### config.mk
export PLATFORM = sky130hd
export DESIGN_NAME = scr_sys_ctrl
export DESIGN_NICKNAME = d
export VERILOG_FILES = /design/src/rtl/scr_pkg.sv /design/src/rtl/scr_cmd_decode.sv /design/src/rtl/scr_comp_pin.sv /design/src/rtl/scr_sys_ctrl.sv
export SDC_FILE = /design/constraint.sdc
export NUM_CORES = 1
export LEC_CHECK = 0
export BUFFER_PORTS_ARGS = -buffer_cell sky130_fd_sc_hd__buf_2
export CORE_ASPECT_RATIO = 1.25
export CORE_MARGIN = 3
export CORE_UTILIZATION = 50
export CTS_CLUSTER_SIZE = 40
export DETAILED_ROUTE_END_ITERATION = 12
export PLACE_DENSITY = 0.83
export SYNTH_ARGS = -nofsm -noshare
export SYNTH_HDL_FRONTEND = slang
export SYNTH_SLANG_ARGS = --single-unit
### constraint.sdc
create_clock -name ref_clk -period 2.99 [get_ports ref_clk]
set_input_delay 0.598 -clock ref_clk [delete_from_list [all_inputs] [get_ports ref_clk]]
set_output_delay 0.598 -clock ref_clk [all_outputs]
set_load 0.02 [all_outputs]
### src/rtl/scr_pkg.sv
package scr_pkg;

    // command word layout
    localparam int CMD_W = 29;
    localparam int RW_BIT = 28;
    localparam int CH_HI = 27;
    localparam int CH_LO = 24;
    localparam int TGT_HI = 23;
    localparam int TGT_LO = 22;
    localparam int DATA_W = 22;
    localparam int NUM_CH = 4;

    // data field layout of device_setup_control
    localparam int CL_HI = 21;
    localparam int CL_LO = 18;
    localparam int CPOLH_HI = 17;
    localparam int CPOLH_LO = 14;
    localparam int CPBIAS_BIT = 13;
    localparam int GND_BIT = 12;
    localparam int GALM_BIT = 11;
    localparam int CALM_BIT = 10;
    localparam int INT_BIT = 9;
    localparam int GEN_BIT = 8;
    localparam int GAIN_HI = 7;
    localparam int GAIN_LO = 6;
    localparam int TEN_BIT = 5;
    localparam int TMP_HI = 4;
    localparam int TMP_LO = 3;
    localparam int LATCH_BIT = 2;
    localparam int CTRL_HI = 21;
    localparam int CTRL_LO = 2;
    localparam int UNUSED_W = 2;

    localparam logic [3:0] SYSCTRL_CH = 4'h0;
    localparam logic [1:0] SYSCTRL_TGT = 2'h0;
    localparam logic [UNUSED_W-1:0] UNUSED_RD = 2'h0;

    // field order follows data bits 21 down to 2
    typedef struct packed {
        logic [3:0] clamp_enable;
        logic [3:0] comparator_output_enable;
        logic comparator_power;
        logic ground_sense_per_channel;
        logic guard_alarm_enable;
        logic clamp_alarm_enable;
        logic internal_sense_short;
        logic guard_enable;
        logic [1:0] measure_gain;
        logic thermal_enable;
        logic [1:0] thermal_threshold;
        logic latch_mode;
    } scr_ctrl_t;

    localparam scr_ctrl_t CTRL_RESET = 20'h00000;

    typedef struct packed {
        logic is_read;
        logic [3:0] channel_select;
        logic [1:0] target_select;
        logic [DATA_W-1:0] data;
        logic sel_sysctrl;
    } scr_cmd_t;

endpackage

### src/rtl/scr_cmd_decode.sv
`timescale 1ns/1ps
module scr_cmd_decode (
    input wire logic [scr_pkg::CMD_W-1:0] cmd_word,
    output scr_pkg::scr_cmd_t cmd
);
    always_comb begin
        cmd.is_read = cmd_word[scr_pkg::RW_BIT];
        cmd.channel_select = cmd_word[scr_pkg::CH_HI:scr_pkg::CH_LO];
        cmd.target_select = cmd_word[scr_pkg::TGT_HI:scr_pkg::TGT_LO];
        cmd.data = cmd_word[scr_pkg::DATA_W-1:0];
        cmd.sel_sysctrl = (cmd_word[scr_pkg::CH_HI:scr_pkg::CH_LO] == scr_pkg::SYSCTRL_CH)
            && (cmd_word[scr_pkg::TGT_HI:scr_pkg::TGT_LO] == scr_pkg::SYSCTRL_TGT);
    end
endmodule

### src/rtl/scr_comp_pin.sv
`timescale 1ns/1ps
module scr_comp_pin (
    input wire logic ref_clk,
    input wire logic rst,
    input wire logic comp_level,
    input wire logic powered,
    input wire logic out_enable,
    output logic pin_out,
    output logic pin_oe_n
);
    logic next_pin_out;
    logic next_pin_oe_n;

    always_comb begin
        // unpowered comparator reads low so a bused pin never floats a stale level
        next_pin_out = comp_level & powered;
        next_pin_oe_n = ~out_enable;
    end

    always_ff @(posedge ref_clk) begin
        if (rst) begin
            pin_out <= 1'b0;
            pin_oe_n <= 1'b1;
        end else begin
            pin_out <= next_pin_out;
            pin_oe_n <= next_pin_oe_n;
        end
    end
endmodule

### src/rtl/scr_sys_ctrl.sv
// Summary of operation
// - register selected only when channel and target select bits are all zero
// - one register for the whole device, not one per channel
// - read/write flag zero writes data field into the addressed register
// - read/write flag one starts readback of the addressed register
// - top bits: flag, channel 27..24, target 23..22, clamps 21..18, comparators 17..
// - low bits: comparator 14, power 13, ground 12, alarms 11..10, short 9, ...
// - data bits 1 and 0 are sent as zero and ignored
// - each clamp bit enables its own channel clamp
// - clamp state written by either path; readback returns the latest, a system write winning over a channel write in the same cycle
// - comparator outputs high-impedance at power-on; enable bit drives them
// - comparators powered down at power-on; power bit enables them
// - alarm enable bits let their source pull the shared alarm output
// - guard amplifier off at power-on, enabled by guard enable bit
`timescale 1ns/1ps
module scr_sys_ctrl (
    input wire logic ref_clk,
    input wire logic rst,
    input wire logic cmd_valid,
    input wire logic [scr_pkg::CMD_W-1:0] cmd_word,
    input wire logic [scr_pkg::NUM_CH-1:0] chan_clamp_wr,
    input wire logic [scr_pkg::NUM_CH-1:0] chan_clamp_val,
    input wire logic [scr_pkg::NUM_CH-1:0] chan_comp_oe_wr,
    input wire logic [scr_pkg::NUM_CH-1:0] chan_comp_oe_val,
    input wire logic [scr_pkg::NUM_CH-1:0] comp_level,
    input wire logic [scr_pkg::NUM_CH-1:0] guard_alarm_in,
    input wire logic [scr_pkg::NUM_CH-1:0] clamp_alarm_in,
    output scr_pkg::scr_ctrl_t device_setup_control,
    output logic rd_valid,
    output logic [scr_pkg::DATA_W-1:0] rd_data,
    output logic fwd_valid,
    output logic [scr_pkg::CMD_W-1:0] fwd_word,
    output logic [scr_pkg::NUM_CH-1:0] comp_pin_out,
    output logic [scr_pkg::NUM_CH-1:0] comp_pin_oe_n,
    output logic shared_alarm_output_out,
    output logic shared_alarm_output_oe_n
);
    scr_pkg::scr_cmd_t cmd;
    scr_pkg::scr_ctrl_t next_ctrl;
    logic next_rd_valid;
    logic [scr_pkg::DATA_W-1:0] next_rd_data;
    logic next_fwd_valid;
    logic [scr_pkg::CMD_W-1:0] next_fwd_word;
    logic next_alarm_oe_n;
    logic sys_wr;
    logic sys_rd;

    scr_cmd_decode u_decode (
        .cmd_word(cmd_word),
        .cmd(cmd)
    );

    // register file
    always_comb begin
        sys_wr = cmd_valid && cmd.sel_sysctrl && !cmd.is_read;
        sys_rd = cmd_valid && cmd.sel_sysctrl && cmd.is_read;
        next_ctrl = device_setup_control;
        for (int i = 0; i < scr_pkg::NUM_CH; i++) begin
            if (chan_clamp_wr[i]) begin
                next_ctrl.clamp_enable[i] = chan_clamp_val[i];
            end
            if (chan_comp_oe_wr[i]) begin
                next_ctrl.comparator_output_enable[i] = chan_comp_oe_val[i];
            end
        end
        if (sys_wr) begin
            next_ctrl.clamp_enable = cmd.data[scr_pkg::CL_HI:scr_pkg::CL_LO];
            next_ctrl.comparator_output_enable = cmd.data[scr_pkg::CPOLH_HI:scr_pkg::CPOLH_LO];
            next_ctrl.comparator_power = cmd.data[scr_pkg::CPBIAS_BIT];
            next_ctrl.ground_sense_per_channel = cmd.data[scr_pkg::GND_BIT];
            next_ctrl.guard_alarm_enable = cmd.data[scr_pkg::GALM_BIT];
            next_ctrl.clamp_alarm_enable = cmd.data[scr_pkg::CALM_BIT];
            next_ctrl.internal_sense_short = cmd.data[scr_pkg::INT_BIT];
            next_ctrl.guard_enable = cmd.data[scr_pkg::GEN_BIT];
            next_ctrl.measure_gain = cmd.data[scr_pkg::GAIN_HI:scr_pkg::GAIN_LO];
            next_ctrl.thermal_enable = cmd.data[scr_pkg::TEN_BIT];
            next_ctrl.thermal_threshold = cmd.data[scr_pkg::TMP_HI:scr_pkg::TMP_LO];
            next_ctrl.latch_mode = cmd.data[scr_pkg::LATCH_BIT];
        end
    end

    always_ff @(posedge ref_clk) begin
        if (rst) begin
            device_setup_control <= scr_pkg::CTRL_RESET;
        end else begin
            device_setup_control <= next_ctrl;
        end
    end

    // readback and forwarding of commands for other registers
    always_comb begin
        next_rd_valid = sys_rd;
        next_rd_data = rd_data;
        if (sys_rd) begin
            next_rd_data = {device_setup_control, scr_pkg::UNUSED_RD};
        end
        // other targets belong to other blocks; pass the whole word on
        next_fwd_valid = cmd_valid && !cmd.sel_sysctrl;
        next_fwd_word = cmd_valid ? cmd_word : fwd_word;
    end

    always_ff @(posedge ref_clk) begin
        if (rst) begin
            rd_valid <= 1'b0;
            rd_data <= '0;
            fwd_valid <= 1'b0;
            fwd_word <= '0;
        end else begin
            rd_valid <= next_rd_valid;
            rd_data <= next_rd_data;
            fwd_valid <= next_fwd_valid;
            fwd_word <= next_fwd_word;
        end
    end

    // comparator output pins, one driver per channel
    for (genvar g = 0; g < scr_pkg::NUM_CH; g++) begin : g_comp
        scr_comp_pin u_pin (
            .ref_clk(ref_clk),
            .rst(rst),
            .comp_level(comp_level[g]),
            .powered(device_setup_control.comparator_power),
            .out_enable(device_setup_control.comparator_output_enable[g]),
            .pin_out(comp_pin_out[g]),
            .pin_oe_n(comp_pin_oe_n[g])
        );
    end

    // open-drain alarm: only ever pulls low
    always_comb begin
        next_alarm_oe_n = !((device_setup_control.guard_alarm_enable && (|guard_alarm_in))
            || (device_setup_control.clamp_alarm_enable && (|clamp_alarm_in)));
    end

    always_ff @(posedge ref_clk) begin
        if (rst) begin
            shared_alarm_output_out <= 1'b0;
            shared_alarm_output_oe_n <= 1'b1;
        end else begin
            shared_alarm_output_out <= 1'b0;
            shared_alarm_output_oe_n <= next_alarm_oe_n;
        end
    end

    // clamp, guard, gain, thermal and latch fields leave through device_setup_control
endmodule

======== Word-level counts from Yosys, hierarchy flattened ========
Index checks and enable logic that the tools add are counted.
W data, S select, Z words.
word-level totals
  register bits ........................... 80
  input port bits ......................... 60
  output and inout port bits .............. 83
  word-level logic and storage cells ...... 71
operators by class
  multiplexer cells ....................... 9
  bitwise operators ....................... 8
  reductions and logical operators ........ 23
operators with widths
  operator             number
  $mux W20             1
  $reduce_bool A2 Y1   8
  $mux W1              8
  $reduce_or A4 Y1     2
  $logic_and A1 B1 Y1  7
  $and A1 B1 Y1        4
  $logic_not A4 Y1     1
  $not A1 Y1           4
  $logic_not A1 Y1     3
  $logic_not A2 Y1     1
  $logic_or A1 B1 Y1   1

======== Longest topological paths before layout ========
Gate-level depths: netlist of the first run.
  depth after elaboration ................. 5
  mapped depth ............................ 6
  depth with buffers taken out ............ 3

======== By module ========
A second synthesis of the first run with hierarchy kept.
second synthesis, totals
  cells, all modules ...................... 319
  area total of the unflattened synthesis .. 3362.0 µm²
by module, submodules not included
  module          times used  cells an instance  area each (µm²)  sequential area each (µm²)
  scr_sys_ctrl    1           272                2906.5           1441.4
  scr_cmd_decode  1           31                 235.2            0.0
  scr_comp_pin    4           4                  55.1             40.0

======== Worst setup path before layout of the first run ========
Ideal clock, no wire load.
  path type ............................... input to register
  start ................................... input cmd_word[22] (netlist name)
  end ..................................... register device_setup_control[16] (netlist name)
  arrival ................................. 1.684 ns
  slack ................................... 1.168 ns
  stages .................................. 5
  buffers on the path ..................... 2
  cell sequence ........................... or4_4 -> buf_6 -> buf_2 -> nor3_1 -> a211oi_2
between the ends
  cells in the longest elaborated chain, start to end .. 5
  elaborated cells between the ends (all ways) .. 6
ends and longest elaborated chain
  what                                            line                  source
  from (decl)                                     scr_sys_ctrl.sv:20    input wire logic [scr_pkg::CMD_W-1:0] cmd_word,
  $logic_not A2 Y1 (*)                            scr_cmd_decode.sv:12  && (cmd_word[scr_pkg::TGT_HI:scr_pkg::TGT_LO] == scr_pkg::SYSCTRL_TGT);
  $logic_and A1 B1 Y1 (*)                         scr_cmd_decode.sv:12
  $logic_and A1 B1 Y1 (*) (2 in a row)            scr_sys_ctrl.sv:55    sys_wr = cmd_valid && cmd.sel_sysctrl && !cmd.is_read;
  $mux W20 or $reduce_bool A2 Y1 (tied branches)  -
  to (signal assigned)                            scr_sys_ctrl.sv:84    device_setup_control <= scr_pkg::CTRL_RESET;
  to (signal assigned)                            scr_sys_ctrl.sv:86    device_setup_control <= next_ctrl;
  to (decl)                                       scr_sys_ctrl.sv:28    output scr_pkg::scr_ctrl_t device_setup_control,
Every way passes the cells marked *; elsewhere a longest branch is shown, timed or not.
A chain may end at the register's enable or synchronous reset.

======== Worst setup path in the final report of the first run ========
  start ................................... input cmd_word[22] (netlist name)
  end ..................................... register device_setup_control[17] (netlist name)
Same word-level chain as after synthesis.

==> results of run 1 <==
## worst max-delay path by stage
| stage | depth (start not counted) | slack [ps] | end | startpoint |
|---|---|---|---|---|
| after floorplan | 5 | 1170 | device_setup_control[16] | cmd_word[22] |
| after global placement | 4 | 590 | device_setup_control[15] | cmd_word[22] |
| after detailed placement | 4 | 540 | device_setup_control[12] | cmd_word[22] |
| after CTS | 4 | 900 | device_setup_control[12] | cmd_word[22] |
| after global routing | 4 | 800 | device_setup_control[15] | cmd_word[22] |
| final | 4 | 890 | device_setup_control[17] | cmd_word[22] |
## cells by family after synthesis
| family | Yosys count | share of synthesized area |
|---|---|---|
| flops | 80 | 0.497 |
| simple gates | 98 | 0.171 |
| compound gates | 69 | 0.130 |
| buf+inv | 44 | 0.0772 |
| other cells | 1 | 0.00116 |
| mux | 40 | 0.124 |
## where the power goes
group	internal, mW	switching (mW)	leakage (nW)
clock	0.492	0.369	0.106
combinational	0.0965	0.145	1.13
sequential	1.10	0.0171	0.653
## routing by layer
layer	wire length, um	vias to the layer above	track usage
met5	0	-	0
met2	4030	132	0.358
met1	3130	1306	0.252
met4	291	0	0.134
li1	-	1361	-
met3	535	21	0.0421
## synth_stat cells, drive strengths merged
cell type / instances
dfxtp: 80
mux2i: 40
o21ai: 40
nor2: 31
buf: 25
nand2b: 20
clkbuf: 18
a21oi: 17
nand4: 16
nor2b: 12
a211oi: 9
nor3: 9
and2: 5
o41ai: 2
a21o: 1
conb: 1
inv: 1
nand4bb: 1
nor4: 1
or2: 1
or4: 1
or4b: 1
## worst register-to-register path: cells and delay by family, from the launching register on
family	cells	cell delay, ps
DFF	1	360
and+or+nand+nor	1	300
AOI/OAI and AO/OA	2	230
## cell type report
cell class	instances	area, um^2	area share
Multi-Input combinational cell	210	1380	0.340
Timing Repair Buffer	145	753	0.185
Tap cell	85	106	0.0261
Sequential cell	80	1600	0.394
Clock buffer	11	141	0.0348
Inverter	1	3.75	0.000923
Clock inverter	5	80.1	0.0197
## state kept, by name, indices dropped and copies added, names as in the netlist
name,cells
device_setup_control,20
rd_valid,1
fwd_word,29
g_comp.u_pin.pin_out,4
g_comp.u_pin.pin_oe_n,4
fwd_valid,1
rd_data,20
shared_alarm_output_oe_n,1
==> metrics.txt, run 1 <==
crit-path max FO=39; clk sinks=80; Reg-to-Reg Start=device_setup_control[11]; commonest non-fill, non-tap cells in the layout=buf_2, dfxtp_1, mux2i_1, nor2_1, o21ai_0; CP Data Required Time=3250 ps; power per cell area=545 nW/um^2; I/O Pins=143; Iter 0 DRT Violations=182; core area=6210 um^2; FF-to-FF End=device_setup_control[11]; initial antenna violation count=0; placed insts=521; Avg Inst Size Synth=9.71 um^2; Critical Path Slowest Stage Cell=or4_4; final core occ=0.655; hold crit path type=register to register; vias per cell=5.25; sequential share of the synthesized area=0.497; Post-Syn Instances=332; largest net degree at the start of global routing=89; ANT cells=0; Post-Route WL=7990 um; setup ws final=889 ps; yosys warns=0; Die Wd=77.8 um; GP Congestion=0.811; # Post-CTS Setup Buffers=0; area of the mapped netlist=3220 um^2; DR WL/cell=14.9 um; clock latency on the worst-skew pair=340 ps; post-synth top area cell=dfxtp_1; global-route wire length before repair=12500 um; cts repair resizes=0; CP cell instances=buf_2, or4_4, or2_1, a211oi_2; total power=2.22 mW; CP endpoint kind=register; setup TNS=0 ps; CTS tree=built; cell area after layout=4070 um^2; WP data arrival=2360 ps; outcome=finished clean; # rows=32; commonest non-fill, non-tap cell in the layout=buf_2; hold-critical path depth=1; Remaining DRCs=0; share of layout cells above drive strength 1=0.378; Synth top area share=0.497; post-synth cell types=27; Post-CTS Hold Fix Bufs=0; Hold EP=g_comp[3].u_pin.pin_oe_n; final net count=507; TritonCTS buffer count=9; Clock Tree Root=clkbuf_8; vias in the first global route=2589; HP Start=device_setup_control[15]; Max VDD drop=0.000360 V; number of synthesized register bits=80; Slew HR=0.433; via count=2820; Antenna Nets Post-Route=0; ranking of synthesized cells by area=dfxtp_1, mux2i_1, o21ai_0; maximum root-to-sink buffer count=2; hpwl dp=5790 um; All-Layer GR Usage=0.214; port buffer count=139; CP max stage delay=730 ps; Hold Violations, Final=0; first drt pass iteration count=4; Top Family by Delay on Critical Path=simple AND/OR/NAND/NOR gates; Worst Max-Slew Pin Slew=851 ps; final worst-path cycle share=0.703; Worst-path clk slew=80 ps; Reg2Reg Setup Slack=2040 ps; H-tree Lvls=3; MaxCap Viol Count=0; pre-CTS setup slack=541 ps; Finished Layout Cells=537; Leak=1.89 nW; fmax=476 MHz; total die area=7450 um^2; Clock Skew=6.35 ps; WS Path Type=input pin to register; Die Y=95.8 um; dpl cell area=3850 um^2; Worst Path Buf+Inv=1; final setup violation count=0; fin. max-slew vios=0; reg2reg path depth=3; CP startpoint kind=input pin; total congestion overflow=0; fin crit period=2100 ps; RSZ-0062 raised after global routing=no; Layout area overhead=26.2%; starting density of the core=0.520; Hold Slack=443 ps; Filler Cell Count=536
Note: power is estimated with default switching activity, not from simulation.
==> inputs of run 2 (changes only) <==
--- a/config.mk
+++ b/config.mk
@@ -8,10 +8,10 @@
 export BUFFER_PORTS_ARGS = -buffer_cell sky130_fd_sc_hd__buf_2
 export CORE_ASPECT_RATIO = 1.25
 export CORE_MARGIN = 3
-export CORE_UTILIZATION = 50
+export CORE_UTILIZATION = 47
 export CTS_CLUSTER_SIZE = 40
 export DETAILED_ROUTE_END_ITERATION = 12
-export PLACE_DENSITY = 0.83
+export PLACE_DENSITY = 0.79
 export SYNTH_ARGS = -nofsm -noshare
 export SYNTH_HDL_FRONTEND = slang
 export SYNTH_SLANG_ARGS = --single-unit
==> constraint.sdc (replaced) <==
create_clock -name ref_clk -period 2.2 [get_ports ref_clk]
set_input_delay 0.44 -clock ref_clk [delete_from_list [all_inputs] [get_ports ref_clk]]
set_output_delay 0.44 -clock ref_clk [all_outputs]
set_load 0.02 [all_outputs]
==> run 2 against run 1 <==
Setup slack got worse by 190 ps. Critical path type unchanged. Non-clock buffer count increased by 6. Largest cell class unchanged. Sequential power increased by 37%. Combinational power increased by 36%.
==> metrics.txt, run 2 (synthesis gave the netlist of run 1 again) <==
share of layout cells above drive strength 1=0.386 (was 0.378); Layout area overhead=26.8% (was 26.2%); TritonCTS buffer count=9 (unchanged); hold crit path type=input pin to register (was register to register); CP startpoint kind=input pin (unchanged); setup TNS=0 ps (unchanged); Slew HR=0.640 (was 0.433); outcome=finished clean (unchanged); total congestion overflow=0 (unchanged); GRT met1 Usage=0.224 (was 0.252); Worst Setup SP=cmd_word[22] (unchanged); FF/Latch Area=1600 um^2 (unchanged); GR Util met2=0.339 (was 0.358); final core occ=0.619 (was 0.655); GP Congestion=0.782 (was 0.811); total power=2.91 mW (was 2.22 mW); Die Wd=80.1 um (was 77.8 um); final worst-path cycle share=0.684; switching pwr=730 uW (was 531 uW); clock latency on the worst-skew pair=340 ps (about the same); power share of the clock group=0.366 (was 0.388); Top Registers=fwd_word: 29 flops, device_setup_control: 20 flops, rd_data: 20 flops (unchanged); Iter 0 DRT Violations=143 (was 182); RSZ-0062 raised after global routing=no (unchanged); Die Y=98.6 um (was 95.8 um); starting density of the core=0.488 (was 0.520); I/O Pins=143 (unchanged); Reg2Reg Setup Slack=1220 ps (was 2040 ps); sw frac=0.251 (was 0.240); largest net degree at the start of global routing=59 (was 89); first drt pass iteration count=4 (unchanged); Post-Route WL=7840 um (was 7990 um); cts repair resizes=0 (unchanged); initial antenna violation count=1 (was 0); maximum root-to-sink buffer count=2 (unchanged); # rows=33 (was 32); MaxCap Viol Count=0 (unchanged); vias per cell=5.11 (was 5.25); Worst Setup EP=device_setup_control[18] (was device_setup_control[17]); ANT cells=0 (unchanged); FF-to-FF End=device_setup_control[11] (unchanged); Filler Cell Count=593 (was 536); core area=6610 um^2 (was 6210 um^2); global-route wire length before repair=12400 um (was 12500 um); final net count=513 (was 507); reg2reg path depth=3 (unchanged); port buffer count=139 (unchanged); power per cell area=712 nW/um^2 (was 545 nW/um^2); max FFs per register=29 (unchanged); fin crit period=1500 ps; clk sinks=80 (unchanged); crit-path max FO=11 (was 39); WS Path Type=input pin to register (unchanged); grt peak-use layer=met2 (unchanged); H-tree Lvls=3 (unchanged); Worst-path clk slew=80 ps (about the same); fin. max-slew vios=0 (unchanged); Post-CTS Hold Fix Bufs=0 (unchanged); Hold Slack=305 ps (was 443 ps); Antenna Nets Post-Route=0 (unchanged); met3 Use GR=0.0594 (was 0.0421); # Post-CTS Setup Buffers=0 (unchanged); Clock Skew=8.49 ps (was 6.35 ps); DR WL/cell=14.4 um (was 14.9 um); hpwl dp=5710 um (was 5790 um); Worst Max-Slew Pin Slew=540 ps (was 851 ps); register bank with the most flops=fwd_word (unchanged); proportion of power drawn by combinational gates=0.113 (was 0.109); commonest non-fill, non-tap cell in the layout=buf_2 (unchanged); CTS tree=built (unchanged); Hold Violations, Final=0 (unchanged); sequential power share=0.521 (was 0.503); Multi-input gate area=1390 um^2 (was 1380 um^2); via count=2784 (was 2820); commonest non-fill, non-tap cells in the layout=buf_2, dfxtp_1, mux2i_1, nor2_1, o21ai_0 (unchanged); Remaining DRCs=0 (unchanged); fmax=665 MHz; CP endpoint kind=register (unchanged); CP Data Required Time=2460 ps (was 3250 ps); Clock Tree Root=clkbuf_8 (unchanged); final setup violation count=0 (unchanged); Leak=1.91 nW (was 1.89 nW); internal power=2.18 mW (was 1.69 mW); total die area=7900 um^2 (was 7450 um^2); Max VDD drop=0.000432 V (was 0.000360 V); All-Layer GR Usage=0.197 (was 0.214); vias in the first global route=2667 (was 2589); WP data arrival=1760 ps (was 2360 ps); Reg-to-Reg Start=device_setup_control[11] (unchanged)
-- run 2: worst min path at each step --
| stage | from | endpoint | slack, ps | cells after the start |
|---|---|---|---|---|
| global route | comp_level[1] | g_comp[1].u_pin.pin_out | 300 | 2 |
| global placement | device_setup_control[13] | g_comp[1].u_pin.pin_oe_n | 420 | 1 |
| CTS | comp_level[0] | g_comp[0].u_pin.pin_out | 280 | 2 |
| floorplan | device_setup_control[13] | g_comp[1].u_pin.pin_oe_n | 400 | 1 |
| finish | comp_level[0] | g_comp[0].u_pin.pin_out | 310 | 2 |
| detailed placement | device_setup_control[14] | g_comp[2].u_pin.pin_oe_n | 430 | 1 |
-- run 2: stage by stage --
stage	instances	setup WS (ps)	area, um^2
2_1_floorplan	334	536	3230
3_3_place_gp	529	394	3890
3_5_place_dp	529	337	3890
4_1_cts	545	703	4090
5_1_grt	545	672	4090
6_report	545	696	4090
-- run 2: area by class of cell --
| class | instances | share of cell area |
|---|---|---|
| clock buffers | 11 | 0.0346 |
| repair buffers | 151 | 0.192 |
| inverters | 1 | 0.000918 |
| flip-flops and latches | 80 | 0.392 |
| well taps | 87 | 0.0266 |
| clock inverters | 5 | 0.0138 |
| multi-input cells | 210 | 0.340 |
-- run 2: per-layer routing --
layer / part of all wire / vias up
met3: 0.071 / 15
met4: 0.018 / 2
li1: - / 1370
met5: 0.0015 / -
met2: 0.52 / 101
met1: 0.39 / 1296
-- run 2: power by group through the flow --
stage / clock network (mW) / logic [mW] / registers, mW
3_5_place_dp: 0 / 0.331 / 1.55
5_1_grt: 1.15 / 0.359 / 1.52
4_1_cts: 1.09 / 0.332 / 1.52
2_1_floorplan: 0 / 0.160 / 1.59
3_3_place_gp: 0 / 0.323 / 1.55
6_report: 1.07 / 0.328 / 1.52
-- run 2: critical path, cell delays in order --
cell	delay, ps
buf_2	130
or4_4	540
or2_1	260
buf_4	200
a211oi_2	200
